File: config.mk
export PLATFORM = sky130hd
export DESIGN_NAME = flash_cmd_ctl
export DESIGN_NICKNAME = d
export VERILOG_FILES = /design/src/rtl/flash_ctl_pkg.sv /design/src/rtl/flash_cmd_ctl.sv /design/src/rtl/otp_store.sv
export SDC_FILE = /design/constraint.sdc
export NUM_CORES = 2
export LEC_CHECK = 0
export ABC_AREA = 0
export CELL_PAD_IN_SITES_DETAIL_PLACEMENT = 1
export CELL_PAD_IN_SITES_GLOBAL_PLACEMENT = 1
export CORE_MARGIN = 1
export CORE_UTILIZATION = 58
export CTS_CLUSTER_SIZE = 8
export DETAILED_ROUTE_END_ITERATION = 8
export DONT_BUFFER_PORTS = 1
export PLACE_DENSITY = 0.82
export SETUP_SLACK_MARGIN = 0.5
export SYNTH_ARGS = -nofsm -noshare
export SYNTH_HDL_FRONTEND = slang
export SYNTH_SLANG_ARGS = --single-unit
File: constraint.sdc
create_clock -name ref_clk -period 8.41 [get_ports ref_clk]
set_input_delay 1.682 -clock ref_clk [delete_from_list [all_inputs] [get_ports ref_clk]]
set_output_delay 1.682 -clock ref_clk [all_outputs]
set_load 0.005 [all_outputs]
File: src/rtl/flash_ctl_pkg.sv
// Constants, command codes and carrier types for the serial flash command-state block.
// Assumes one 100 MHz system clock; the serial link is sampled, not used as a clock.
`default_nettype none
package flash_ctl_pkg;
	// Command codes (standard serial flash opcodes)
	localparam logic [7:0] CMD_WREN = 8'h06;
	localparam logic [7:0] CMD_WRDI = 8'h04;
	localparam logic [7:0] CMD_RDSR = 8'h05;
	localparam logic [7:0] CMD_RDFSR = 8'h70;
	localparam logic [7:0] CMD_CLFSR = 8'h50;
	localparam logic [7:0] CMD_WRSR = 8'h01;
	localparam logic [7:0] CMD_WRNVCR = 8'hb1;
	localparam logic [7:0] CMD_WRVCR = 8'h81;
	localparam logic [7:0] CMD_WREVCR = 8'h61;
	localparam logic [7:0] CMD_WREAR = 8'hc5;
	localparam logic [7:0] CMD_WRLR = 8'he5;
	localparam logic [7:0] CMD_EN4B = 8'hb7;
	localparam logic [7:0] CMD_EX4B = 8'he9;
	localparam logic [7:0] CMD_READ = 8'h03;
	localparam logic [7:0] CMD_PP = 8'h02;
	localparam logic [7:0] CMD_SE = 8'hd8;
	localparam logic [7:0] CMD_SSE = 8'h20;
	localparam logic [7:0] CMD_BE = 8'hc7;
	localparam logic [7:0] CMD_SUSP = 8'h75;
	localparam logic [7:0] CMD_RESUME = 8'h7a;
	localparam logic [7:0] CMD_RST_EN = 8'h66;
	localparam logic [7:0] CMD_RST_MEM = 8'h99;
	localparam logic [7:0] CMD_OTP_RD = 8'h4b;
	localparam logic [7:0] CMD_OTP_PG = 8'h42;
	// Widths and positions
	localparam int ADDR_W = 24;
	localparam int OTP_AW = 7;
	localparam logic [6:0] OTP_LAST = 7'h40;
	localparam logic [6:0] OTP_CTRL_ADDR = 7'h40;
	localparam logic [6:0] OTP_MAX_BYTES = 7'h41;
	localparam logic [7:0] OTP_ERASED = 8'hff;
	localparam int OTP_DUMMY = 8;
	localparam int PAGE_LSB = 8;
	localparam int SECT_LSB = 16;
	localparam int FS_PE_ERR = 1;
	localparam int FS_PSUS = 2;
	localparam int FS_PGM_ERR = 4;
	localparam int FS_ERA_ERR = 5;
	localparam int FS_ESUS = 6;
	localparam int FS_READY = 7;
	localparam logic [7:0] FS_RESET = 8'h80;
	localparam logic [7:0] VCR_DEF = 8'hfb;
	localparam logic [7:0] LOCK_DEF = 8'h00;
	// Timing
	localparam int CLK_MHZ = 100;
	localparam int SUSP_LAT_US = 15;
	localparam int SUSP_LAT_CYC = SUSP_LAT_US * CLK_MHZ;
	localparam int OP_TIME_US = 50;
	localparam int OP_CYC = OP_TIME_US * CLK_MHZ;
	localparam int OTP_PGM_US = 20;
	localparam int OTP_PGM_CYC = OTP_PGM_US * CLK_MHZ;
	typedef enum logic [1:0] {OP_NONE, OP_PROG, OP_ERASE, OP_OTP} op_kind_t;
	typedef struct packed {
		op_kind_t kind;
		logic [ADDR_W-1:0] addr;
	} op_desc_t;
	typedef struct packed {
		logic [7:0] vcr;
		logic [7:0] evcr;
		logic [7:0] ext_addr;
		logic [7:0] lock;
	} vol_regs_t;
endpackage : flash_ctl_pkg
`default_nettype wire

File: src/rtl/flash_cmd_ctl.sv
// Command-state logic of a serial NOR flash: suspend/resume, software reset, OTP area.
// Assumes mode-0 SPI from an outside controller; pins are sampled on ref_clk.
// Contract
// Reads to the suspended page return indeterminate data during program suspend.
// Volatile and enhanced volatile config writes accepted in program suspend.
// Resumed erase ignores lock bits changed during the suspend.
// One nesting level; first resume restarts program, second restarts erase.
// Host waits before suspending; device does not enforce it.
// Erase suspend rejects erases, status/nonvolatile writes and OTP program.
// Suspend accepted only while program or erase runs.
// While busy only status reads and suspend are accepted; the device also takes the reset pair and serves OTP reads.
// Erase suspend allows page program outside suspended sector, never OTP.
// Sector and subsector erase only in standby.
// Status write, nonvolatile write, OTP program, bulk erase only in standby.
// Enable, flag clear, address, lock, config writes: standby or suspended.
// Resume sets write-in-progress, clears controller-ready; ignored if nothing suspended.
// Reset needs enable 66h then memory 99h, no address bytes.
// Host keeps deselect gaps around the reset; not enforced.
// Both reset commands then chip select rising gives power-on reset.
// Software reset aborts running or suspended operations.
// Reset restores lock bits, volatile regs and extended address from nonvolatile; only vcr loads nv_config, the rest load fixed defaults.
// OTP read samples on rising edges, shifts data on falling edges, increments.
// OTP read does not wrap; last location repeats until deselect.
// OTP program ignored without write-enable; flag errors unchanged.
// OTP program latches at most 65 bytes; deselect starts timed program.
// Locked OTP ignores program, keeps write-enable, sets flag bits 1 and 4.
// Program suspend sets bit 2, erase suspend bit 6, bit 7 after latency.
// Any command between reset enable and reset memory cancels the reset.
`default_nettype none
module flash_cmd_ctl
	import flash_ctl_pkg::*;
(
	// Clock and reset
	input wire logic ref_clk,
	input wire logic reset,
	// Serial pins
	input wire logic serial_clk,
	input wire logic chip_sel_n,
	input wire logic serial_in_line,
	output logic serial_out_line,
	output logic serial_out_oe,
	// Nonvolatile defaults
	input wire logic [7:0] nv_config,
	// Status
	output logic [7:0] status_reg,
	output logic [7:0] flag_status,
	output logic [7:0] vcr,
	output logic [7:0] evcr,
	output logic [7:0] ext_addr,
	output logic [7:0] lock_bits,
	output logic soft_reset_pulse,
	output logic rd_garbage
);
	typedef enum {ST_IDLE, ST_CMD, ST_ADDR, ST_DUMMY, ST_DATA} ph_t;

	// Pin synchronisers
	logic [1:0] sclk_s_r, cs_s_r, din_s_r;
	logic sclk_d_r;
	always_ff @(posedge ref_clk) begin
		sclk_s_r <= {sclk_s_r[0], serial_clk};
		cs_s_r <= {cs_s_r[0], chip_sel_n};
		din_s_r <= {din_s_r[0], serial_in_line};
		sclk_d_r <= sclk_s_r[1];
	end
	wire logic sclk_rise = sclk_s_r[1] & ~sclk_d_r;
	wire logic sclk_fall = ~sclk_s_r[1] & sclk_d_r;
	wire logic cs_n = cs_s_r[1];
	wire logic din = din_s_r[1];
	logic cs_d_r;
	always_ff @(posedge ref_clk) begin
		cs_d_r <= cs_n;
	end
	wire logic cs_rise = cs_n & ~cs_d_r;

	// Command frame state
	ph_t ph_r;
	logic [7:0] cmd_r, sh_r;
	logic [2:0] bit_r;
	logic [4:0] abit_r;
	logic [ADDR_W-1:0] addr_r;
	logic [OTP_AW-1:0] otp_ptr_r, otp_cnt_r;
	logic [3:0] dum_r;
	logic cmd_done_r;

	// Operation state
	op_desc_t run_r, prog_sus_r, erase_sus_r;
	logic running_r, sus_pending_r;
	logic [12:0] op_cnt_r;
	logic [10:0] lat_cnt_r;
	logic wel_r, rst_armed_r;
	logic [7:0] fs_r;
	vol_regs_t vol_r;
	logic [7:0] otp_buf_r [0:64];
	logic [7:0] otp_rd;
	logic [OTP_AW-1:0] pg_idx_r;
	logic otp_locked_r;

	wire logic prog_sus = prog_sus_r.kind != OP_NONE;
	wire logic erase_sus = erase_sus_r.kind != OP_NONE;
	wire logic any_sus = prog_sus | erase_sus;
	wire logic busy = running_r | sus_pending_r;

	function automatic logic is_status_rd(input logic [7:0] c);
		return c == CMD_RDSR || c == CMD_RDFSR;
	endfunction : is_status_rd
	function automatic logic is_vol_write(input logic [7:0] c);
		return c == CMD_WREN || c == CMD_WRDI || c == CMD_CLFSR || c == CMD_WREAR ||
			c == CMD_WRLR || c == CMD_EN4B || c == CMD_EX4B || c == CMD_WRVCR ||
			c == CMD_WREVCR;
	endfunction : is_vol_write
	function automatic logic has_addr(input logic [7:0] c);
		return c == CMD_READ || c == CMD_PP || c == CMD_SE || c == CMD_SSE ||
			c == CMD_OTP_RD || c == CMD_OTP_PG;
	endfunction : has_addr

	// Acceptance decode per device state
	wire logic in_sus_sector = erase_sus &&
		addr_r[ADDR_W-1:SECT_LSB] == erase_sus_r.addr[ADDR_W-1:SECT_LSB];
	wire logic in_sus_page = prog_sus &&
		addr_r[ADDR_W-1:PAGE_LSB] == prog_sus_r.addr[ADDR_W-1:PAGE_LSB];
	wire logic standby_only = cmd_r == CMD_SE || cmd_r == CMD_SSE || cmd_r == CMD_BE ||
		cmd_r == CMD_WRSR || cmd_r == CMD_WRNVCR || cmd_r == CMD_OTP_PG;
	wire logic accept_busy = is_status_rd(cmd_r) || cmd_r == CMD_SUSP;
	wire logic accept_prog = !prog_sus && !in_sus_sector;
	logic accept;
	always_comb begin
		accept = 1'b0;
		if (busy) begin
			accept = accept_busy;
		end else if (standby_only) begin
			accept = !any_sus;
		end else if (cmd_r == CMD_PP) begin
			accept = accept_prog;
		end else if (cmd_r == CMD_SUSP) begin
			accept = 1'b0;
		end else begin
			accept = 1'b1;
		end
	end
	assign rd_garbage = ph_r == ST_DATA && cmd_r == CMD_READ && (in_sus_page || in_sus_sector);

	// Serial front end
	always_ff @(posedge ref_clk) begin
		if (reset || cs_n) begin
			ph_r <= cs_n ? ST_IDLE : ST_CMD;
			bit_r <= 3'h0;
			abit_r <= 5'h0;
			dum_r <= 4'h0;
			otp_cnt_r <= '0;
			if (reset) begin
				cmd_r <= 8'h00;
				cmd_done_r <= 1'b0;
			end
		end else begin
			if (ph_r == ST_IDLE) begin
				ph_r <= ST_CMD;
				cmd_done_r <= 1'b0;
			end
			if (sclk_rise) begin
				sh_r <= {sh_r[6:0], din};
				bit_r <= bit_r + 3'h1;
				case (ph_r)
					ST_CMD: begin
						if (bit_r == 3'h7) begin
							cmd_r <= {sh_r[6:0], din};
							cmd_done_r <= 1'b1;
							ph_r <= has_addr({sh_r[6:0], din}) ? ST_ADDR : ST_DATA;
							// Bytes the host never sends must program as erased
							if ({sh_r[6:0], din} == CMD_OTP_PG && !busy) begin
								for (int i = 0; i <= OTP_CTRL_ADDR; i++) begin
									otp_buf_r[i] <= OTP_ERASED;
								end
							end
						end
					end
					ST_ADDR: begin
						addr_r <= {addr_r[ADDR_W-2:0], din};
						abit_r <= abit_r + 5'h1;
						if (abit_r == 5'(ADDR_W - 1)) begin
							ph_r <= cmd_r == CMD_OTP_RD ? ST_DUMMY : ST_DATA;
							bit_r <= 3'h0;
							otp_ptr_r <= {addr_r[5:0], din};
						end
					end
					ST_DUMMY: begin
						dum_r <= dum_r + 4'h1;
						bit_r <= 3'h0;
						if (dum_r == 4'(OTP_DUMMY - 1)) begin
							ph_r <= ST_DATA;
						end
					end
					ST_DATA: begin
						if (bit_r == 3'h7 && cmd_r == CMD_OTP_PG && !busy) begin
							if (otp_cnt_r != OTP_MAX_BYTES) begin
								otp_buf_r[otp_ptr_r + otp_cnt_r] <= {sh_r[6:0], din};
								otp_cnt_r <= otp_cnt_r + 7'h1;
							end
						end
						if (bit_r == 3'h7 && cmd_r == CMD_OTP_RD && otp_ptr_r != OTP_LAST) begin
							otp_ptr_r <= otp_ptr_r + 7'h1;
						end
					end
					default: ;
				endcase
			end
		end
	end

	// OTP data out on falling edges
	logic [7:0] out_sh_r;
	logic otp_out_r;
	always_ff @(posedge ref_clk) begin
		if (reset || cs_n) begin
			otp_out_r <= 1'b0;
			serial_out_line <= 1'b0;
			out_sh_r <= 8'h00;
		end else if (sclk_fall && ph_r == ST_DATA && cmd_r == CMD_OTP_RD) begin
			otp_out_r <= 1'b1;
			serial_out_line <= bit_r == 3'h0 ? otp_rd[7] : out_sh_r[7];
			out_sh_r <= bit_r == 3'h0 ? {otp_rd[6:0], 1'b0} : {out_sh_r[6:0], 1'b0};
		end
	end
	assign serial_out_oe = otp_out_r & ~cs_n;

	// OTP store writes the buffer one byte per cycle after deselect
	logic otp_wr;
	assign otp_wr = running_r && run_r.kind == OP_OTP && pg_idx_r <= OTP_CTRL_ADDR;
	otp_store i_otp_store (
		.ref_clk(ref_clk),
		.reset(reset),
		.wr_en(otp_wr),
		.wr_addr(pg_idx_r),
		.wr_data(otp_buf_r[pg_idx_r]),
		.rd_addr(otp_ptr_r),
		.rd_data(otp_rd)
	);

	// Command execution at chip select rising
	wire logic exec = cs_rise && cmd_done_r;
	wire logic do_reset = exec && cmd_r == CMD_RST_MEM && rst_armed_r;
	assign soft_reset_pulse = do_reset;
	wire logic susp_ok = exec && cmd_r == CMD_SUSP && running_r && !sus_pending_r;
	wire logic resume_ok = exec && cmd_r == CMD_RESUME && !busy && any_sus;
	wire logic start_ok = exec && accept && wel_r &&
		(cmd_r == CMD_PP || cmd_r == CMD_SE || cmd_r == CMD_SSE || cmd_r == CMD_BE);
	wire logic otp_go = exec && accept && cmd_r == CMD_OTP_PG && wel_r;

	always_ff @(posedge ref_clk) begin
		if (reset || do_reset) begin
			running_r <= 1'b0;
			sus_pending_r <= 1'b0;
			run_r <= '{OP_NONE, '0};
			prog_sus_r <= '{OP_NONE, '0};
			erase_sus_r <= '{OP_NONE, '0};
			wel_r <= 1'b0;
			fs_r <= FS_RESET;
			rst_armed_r <= 1'b0;
			vol_r <= '{nv_config, VCR_DEF, 8'h00, LOCK_DEF};
			op_cnt_r <= '0;
			lat_cnt_r <= '0;
			pg_idx_r <= '0;
			if (reset) otp_locked_r <= 1'b0;
		end else begin
			if (exec) begin
				rst_armed_r <= cmd_r == CMD_RST_EN;
			end
			if (exec && accept && !busy) begin
				if (cmd_r == CMD_WREN) wel_r <= 1'b1;
				if (cmd_r == CMD_WRDI) wel_r <= 1'b0;
				if (cmd_r == CMD_CLFSR) fs_r[FS_ERA_ERR:FS_PGM_ERR] <= 2'h0;
				if (cmd_r == CMD_CLFSR) fs_r[FS_PE_ERR] <= 1'b0;
				if (cmd_r == CMD_WRVCR) vol_r.vcr <= sh_r;
				if (cmd_r == CMD_WREVCR) vol_r.evcr <= sh_r;
				if (cmd_r == CMD_WREAR) vol_r.ext_addr <= sh_r;
				if (cmd_r == CMD_WRLR) vol_r.lock <= sh_r;
			end
			if (start_ok) begin
				running_r <= 1'b1;
				wel_r <= 1'b0;
				op_cnt_r <= 13'(OP_CYC);
				run_r <= '{cmd_r == CMD_PP ? OP_PROG : OP_ERASE, addr_r};
				fs_r[FS_READY] <= 1'b0;
			end
			if (otp_go && otp_locked_r) begin
				fs_r[FS_PE_ERR] <= 1'b1;
				fs_r[FS_PGM_ERR] <= 1'b1;
			end else if (otp_go) begin
				running_r <= 1'b1;
				wel_r <= 1'b0;
				op_cnt_r <= 13'(OTP_PGM_CYC);
				pg_idx_r <= '0;
				run_r <= '{OP_OTP, '0};
				fs_r[FS_READY] <= 1'b0;
			end
			if (susp_ok && run_r.kind != OP_OTP) begin
				sus_pending_r <= 1'b1;
				lat_cnt_r <= 11'(SUSP_LAT_CYC);
				fs_r[run_r.kind == OP_PROG ? FS_PSUS : FS_ESUS] <= 1'b1;
			end
			if (resume_ok) begin
				fs_r[FS_READY] <= 1'b0;
				running_r <= 1'b1;
				op_cnt_r <= 13'(OP_CYC);
				if (prog_sus) begin
					run_r <= prog_sus_r;
					prog_sus_r <= '{OP_NONE, '0};
					fs_r[FS_PSUS] <= 1'b0;
				end else begin
					run_r <= erase_sus_r;
					erase_sus_r <= '{OP_NONE, '0};
					fs_r[FS_ESUS] <= 1'b0;
				end
			end
			if (running_r && run_r.kind == OP_OTP && pg_idx_r <= OTP_CTRL_ADDR) begin
				pg_idx_r <= pg_idx_r + 7'h1;
				if (pg_idx_r == OTP_CTRL_ADDR && !otp_buf_r[OTP_CTRL_ADDR][0]) begin
					otp_locked_r <= 1'b1;
				end
			end
			if (sus_pending_r) begin
				lat_cnt_r <= lat_cnt_r - 11'h1;
				if (lat_cnt_r == 11'h1) begin
					sus_pending_r <= 1'b0;
					running_r <= 1'b0;
					fs_r[FS_READY] <= 1'b1;
					if (run_r.kind == OP_PROG) prog_sus_r <= run_r;
					else erase_sus_r <= run_r;
					run_r <= '{OP_NONE, '0};
				end
			end else if (running_r && !start_ok && !otp_go && !resume_ok) begin
				op_cnt_r <= op_cnt_r - 13'h1;
				if (op_cnt_r == 13'h1) begin
					running_r <= 1'b0;
					fs_r[FS_READY] <= 1'b1;
					run_r <= '{OP_NONE, '0};
				end
			end
		end
	end

	assign status_reg = {6'h00, wel_r, running_r | sus_pending_r};
	assign flag_status = fs_r;
	assign vcr = vol_r.vcr;
	assign evcr = vol_r.evcr;
	assign ext_addr = vol_r.ext_addr;
	assign lock_bits = vol_r.lock;

	a_resume_wip: assert property (@(posedge ref_clk) disable iff (reset)
		resume_ok |=> status_reg[0] && !flag_status[FS_READY]) else $error("resume bits");
	a_susp_ignored: assert property (@(posedge ref_clk) disable iff (reset)
		(exec && cmd_r == CMD_SUSP && !running_r) |=> !sus_pending_r) else $error("suspend");
	a_reset_clears: assert property (@(posedge ref_clk) disable iff (reset)
		do_reset |=> !any_sus && !running_r && vcr == nv_config) else $error("reset");
	a_busy_reject: assert property (@(posedge ref_clk) disable iff (reset)
		(busy && cmd_r == CMD_WREN) |-> !accept) else $error("busy accept");
	a_esus_reject: assert property (@(posedge ref_clk) disable iff (reset)
		(erase_sus && cmd_r == CMD_OTP_PG) |-> !accept) else $error("esus accept");
	a_otp_nowel: assert property (@(posedge ref_clk) disable iff (reset)
		(exec && cmd_r == CMD_OTP_PG && !wel_r) |=> $stable(fs_r[FS_PGM_ERR])) else $error("wel");
	a_susp_flag: assert property (@(posedge ref_clk) disable iff (reset)
		(susp_ok && run_r.kind == OP_PROG) |=> flag_status[FS_PSUS]) else $error("psus");
	a_otp_nowrap: assert property (@(posedge ref_clk) disable iff (reset)
		(otp_ptr_r == OTP_LAST && ph_r == ST_DATA && cmd_r == CMD_OTP_RD) |=>
		otp_ptr_r == OTP_LAST) else $error("wrap");
endmodule : flash_cmd_ctl
`default_nettype wire

File: src/rtl/otp_store.sv
// OTP byte store: 65 bytes, registered read port, one write port.
// Assumes writes only come from the program engine of the command block.
`default_nettype none
module otp_store
	import flash_ctl_pkg::*;
(
	// Clock and reset
	input wire logic ref_clk,
	input wire logic reset,
	// Write port
	input wire logic wr_en,
	input wire logic [OTP_AW-1:0] wr_addr,
	input wire logic [7:0] wr_data,
	// Read port
	input wire logic [OTP_AW-1:0] rd_addr,
	output logic [7:0] rd_data
);
	logic [7:0] mem_r [0:64];

	// Programming only clears bits, as a flash cell does.
	// A hard reset stands for a fresh part and erases the cells; a soft reset never reaches here.
	always_ff @(posedge ref_clk) begin
		if (reset) begin
			for (int i = 0; i <= OTP_CTRL_ADDR; i++) begin
				mem_r[i] <= OTP_ERASED;
			end
		end else if (wr_en) begin
			mem_r[wr_addr] <= mem_r[wr_addr] & wr_data;
		end
		rd_data <= mem_r[rd_addr];
	end
endmodule : otp_store
`default_nettype wire

# Word-level counts from Yosys, hierarchy flattened
# Memory sizes are Yosys's and may differ from the RTL's. A register that Yosys moved wholly into a read port is not among the register bits.
# Index checks and enable logic that the tools add are counted.
[totals]
regBits = 271
ramBits = 1040
input_bits = 13
out_inout_bits = 52
wordCells = 349
memories = 2
[memory_table]
columns = ["name", "depth", "width", "rd", "rd_clocked_by_memory_dff", "wr", "line_no", "rtl"]
rows = [
  ["i_otp_store.mem_r", 65, 8, 2, 2, 65, "otp_store.sv:18", "logic [7:0] mem_r [0:64];"],
  ["otp_buf_r", 65, 8, 2, 1, 65, "flash_cmd_ctl.sv:93", "logic [7:0] otp_buf_r [0:64];"],
]
[op_classes]
addsub = 9
magnitude_cmp = 3
eq_ne = 51
mux = 141
n_bitwise = 13
n_reduce_logical = 92
[op_table]
columns = ["cell", "n"]
rows = [
  ["$mux W26", 19],
  ["$mux W32", 8],
  ["$mux W8", 13],
  ["$pmux W32 S3", 1],
  ["$eq A8 B7 Y1 const B", 10],
  ["$mux W13", 6],
  ["$mux W7", 11],
  ["$mux W1", 69],
  ["$eq A32 B2 Y1 const B", 2],
  ["$eq A8 B8 Y1 const B", 8],
  ["$logic_and A1 B1 Y1", 36],
  ["$eq A32 B1 Y1 const B", 1],
  ["$eq A32 B3 Y1 const B", 1],
  ["$eq A32 B4 Y1 const B", 1],
  ["$eq A8 B2 Y1 const B", 4],
  ["$logic_not A32 Y1", 1],
  ["$eq A8 B3 Y1 const B", 3],
  ["$reduce_bool A2 Y1", 12],
  ["$mux W11", 2],
  ["$add A7 B1 Y7 const B", 3],
  ["$logic_or A1 B1 Y1", 18],
  ["$eq A16 B16 Y1", 1],
  ["$eq A8 B6 Y1 const B", 2],
  ["$reduce_and A2 Y1", 8],
  ["38 further kinds", 69],
]

# Logic depth before layout (Yosys ltp)
[logic_depth]
word_depth = 22
depth_mapped = 15
depth_no_buf = 10

# Hierarchy
# A second synthesis with hierarchy kept.
[hier_totals]
cells_unflattened = 6837
area_unflattened_um2 = 103971.0
[by_module_without_submodules]
columns = ["module", "instances", "cells_per_inst", "area_each_um2", "seq_area_each_um2"]
rows = [
  ["flash_cmd_ctl", 1, 3418, 53138.5, 36324.8],
  ["otp_store", 1, 3419, 50832.5, 30909.6],
]

# Least setup slack after synthesis
# No wires, ideal clock.
[synth_timing]
kind = "in2reg"
start = "input reset"
end = "register addr_r[0] (enable)"
setup_ps = 466
arrival_time_ps = 4635
t_required_ps = 7944
path_slack_ps = 3309
path_stages = 4
path_buffers = 2
cell_sequence = "or2_2 > clkbuf_1 > clkbuf_1 > nor4_1"
[synth_via]
elab_chain_len = 3
[synth_lines]
columns = ["item", "line_no", "rtl"]
rows = [
  ["start: declaration", "flash_cmd_ctl.sv:35", "input wire logic reset,"],
  ["$logic_or A1 B1 Y1", "flash_cmd_ctl.sv:144", "if (reset || cs_n) begin"],
  ["$not A1 Y1 (no source line)", "-", ""],
  ["$reduce_and A3 Y1 (no source line)", "-", ""],
  ["end signal: assignment", "flash_cmd_ctl.sv:177", "addr_r <= {addr_r[ADDR_W-2:0], din};"],
  ["end: declaration", "flash_cmd_ctl.sv:80", "logic [ADDR_W-1:0] addr_r;"],
]
# Every way passes these cells.
# A chain may end at the register's enable or synchronous reset.

==> impl_metrics.csv <==
group,metric,value,unit
cts,cts_buffers,338,
routing,routed_wl,402,mm
critical_path,crit_fanout,136,
power_and_ir_drop,ir_drop,0.229,mV
grt,grt_usage,0.463,
routing,first_pass_iters,6,
synthesis,synthSimpleGateAreaFrac,0.124,
sta,finalCriticalPeriod,6.67,ns
synthesis,avgSynthCellArea,13.8,µm²
critical_path,worstPathCellList,"buf_12, buf_12, o21ai_0, mux4_2, o211ai_1, o21ai_0, nor2_4, buf_4, buf_4, nand3_1",
finish,drive_gt1_frac,0.146,
sta,fin_ws,1.74,ns
cts,cts_setup_buffers,0,
cts,tritoncts,"done",
synthesis,yosys.cell_types.count,80,
cts,cts.path.max_buffers,4,
synthesis,synth_adder_area_share,0.00284,
placed_design,portBuffers,0,
critical_path,cpPeakStageDelay,0.92,ns
critical_path,critPathBufInv,4,
floorplanning,coreArea,170000,µm²
floorplanning,die-area,173000,µm²
critical_path,cp-start-kind,"flop",
floorplanning,pin_count,65,
cts,cts-resized-gates,0,
cts,clock-sinks,2306,
hold_path,hp-class,"reg2reg",
routing,drc,0,
grt,overflow,0,
critical_path,cp.required,9.05,ns
synthesis,muxShareOfSynthArea,0.114,
finish,nFillCells,15500,
placed_design,routabilityCongestion,1.05,
routing,wire_per_inst,39.8,µm
critical_path,crit_type,"reg2reg",
finish,num-nets-final,7794,
critical_path,cp_data_arrival_time,7.31,ns
run,maxCapViolCount,2,
synthesis,synthArstFlopShare,0,
synthesis,ys_warn_count,0,
placed_design,dp_slack,2.51,ns
synthesis,ys_top_cells_by_area,"edfxtp_1, mux4_2, nand2_1",
routing,via_per_inst,7.28,
synthesis,synth_top_cell_by_area,"edfxtp_1",
outcome,outcome,"complete, but fails checks",
floorplanning,die_w,416,µm
power_and_ir_drop,power.density,225,nW/µm²
sta,timing.hold.ws,0.329,ns
sta,fin_crit_sh,0.793,
sta,slew_headroom,-0.0986,
routing,num_vias,73500,
synthesis,synth_compound_area_frac,0.0544,
cts,clockRootBuffer,"clkbuf_16",
grt,grt_max_degree,184,
routing,drt-initial-drc-count,12900,
grt,grt_antenna_before_repair,33,
cts,clkLatencyLatePin,0.98,ns
floorplanning,die_h,416,µm
critical_path,cp_top_family,"buffers and inverters",
grt,grt_pass1_wl,557,mm
critical_path,crit_slowest_cell,"dfxtp_4",
sta,setup_tns,0,ns
sta,finalSetupViolCount,0,
synthesis,syn_area,99500,µm²
synthesis,synth_xor_area_frac,0.00431,
power_and_ir_drop,power,25.4,mW
cts,htreeDepth,5,
power_and_ir_drop,p_leak,37.3,nW
finish,syn_to_final_growth,13.4,%
synthesis,ys.flop_type,"edfxtp_1",
sta,hold_viol,0,
placed_design,dp_hpwl,253,mm
sta,maxSlewViolCount,14,
routing,antenna_left,0,
synthesis,ys_ff_latch,2306,
sta,clock_skew,0.0815,ns
synthesis,synthCells,7218,
floorplanning,start_util,0.586,
synthesis,synth_most_common_cell,"edfxtp_1",
floorplanning,num_rows,151,
outcome,failed_checks,"capacitance limit, slew limit",
sta,rsz0062_at_grt,"no",
finish,multi_input_area,31900,µm²
sta,clock.fmax,150,MHz
synthesis,ys_seq_area_frac,0.676,
critical_path,worstSetupEndpointType,"flop",
cts,clkTransAtPathRegs,0.05,ns
synthesis,synth_top_family_by_area,"simple AND/OR/NAND/NOR gates",
finish,seqCellArea,67300,µm²
synthesis,synth_common_cells,"edfxtp_1, nand2_1, nand3_1",
synthesis,synth_edf_count,2105,
cts,holdBufCountCts,0,
synthesis,yosysTopAreaCellShare,0.635,
grt,grt_pass1_vias,73500,
sta,worst_pin_slew,1.64,ns
==> flip-flops by register name, indices dropped and copies added, names as in the netlist, 11 cells and up, named ones only <==
| name | count |
|---|---|
| i_otp_store.mem_r | 1024 |
| otp_buf_r | 1024 |
| ph_r | 32 |
| addr_r | 24 |
| erase_sus_r | 18 |
| prog_sus_r | 18 |
| run_r | 18 |
| op_cnt_r | 13 |
| lat_cnt_r | 11 |
==> power by group <==
part / internal, mW / switching, mW / total, mW
Combinational: 0.129 / 0.277 / 0.406
Sequential: 12.6 / 0.163 / 12.8
Clock: 7.29 / 4.93 / 12.2
Total: 20.0 / 5.37 / 25.4
==> through the flow <==
stage | instance area, µm² | cells | utilization
CTS | 113000 | 10100 | 0.664
global route | 113000 | 10100 | 0.664
floorplan | 101000 | 7706 | -
detailed placement | 104000 | 9637 | 0.611
global placement | 104000 | 9637 | 0.611
finish | 113000 | 10100 | 0.664
==> worst paths after layout <==
kind                   from                  endpoint  slack (ns)  cells past startpoint
setup reg to reg       flop  i_otp_store.mem_r[64][3]        1.74                     10
hold / removal    cs_s_r[0]                 cs_s_r[1]        0.33                      0
hold reg to reg   cs_s_r[0]                 cs_s_r[1]        0.33                      0
setup / recovery       flop  i_otp_store.mem_r[64][3]        1.74                     10
==> cells in the final DEF (no fill, tap or decap), types with 10 or more instances in the layout <==
master and count:
nor2b_1 19, nand3b_1 10, o21ai_1 21, and2_1 42
nand3_1 752, diode_2 41, o21ai_0 562, conb_1 489
nand4_1 24, nand2b_1 24, xnor2_1 34, mux2i_1 88
nor3_1 44, xor2_1 15, a31oi_1 51, clkbuf_1 63
nor2_1 341, and3_1 12, clkbuf_16 346, a211oi_1 22
a22oi_1 37, mux4_2 462, o22ai_1 39, ha_1 21
nor2_4 29, nor2_2 34, edfxtp_1 2105, nand2_1 1390
inv_1 23, o211ai_1 47, dfxtp_1 195, nor4_1 22
o21a_1 10, a311oi_1 12, buf_4 203, a21oi_1 82
==> final cells by class <==
type                            instances  share of cell area
Antenna cell                           41            0.000909
Clock buffer                          409              0.0788
Clock inverter                          8            0.000743
Inverter                               31             0.00110
Multi-Input combinational cell       4870               0.283
Sequential cell                      2306               0.596
Tap cell                             2218              0.0246
Timing Repair Buffer                  212              0.0151
==> logic make-up (layout without fill, tap and decap cells) <==
family / count (synthesis) / after routing
AND/OR/NAND/NOR: 2810 / 2810
flip-flops: 2306 / 2306
AO/OA/AOI/OAI: 946 / 946
multiplexers: 554 / 554
buffers and inverters: 530 / 660
XOR/XNOR: 49 / 49
adder cells (fa/ha/maj): 22 / 22
other: 1 / 530
==> layer usage <==
metal	routed length (µm)	track usage	vias to the layer above
met5	218	0	-
met4	32600	0.316	32
met3	64500	0.183	1737
met2	174000	0.669	7002
met1	130000	0.578	36800
li1	-	-	27900
==> worst register-to-register path: stages, from the launching register on <==
cell	delay, ns
dfxtp_4	0.92
buf_12	0.47
buf_12	0.56
o21ai_0	0.39
mux4_2	0.56
o211ai_1	0.88
o21ai_0	0.71
nor2_4	0.30
buf_4	0.56
buf_4	0.75
nand3_1	0.23
Power figures use the tool's default switching activity.
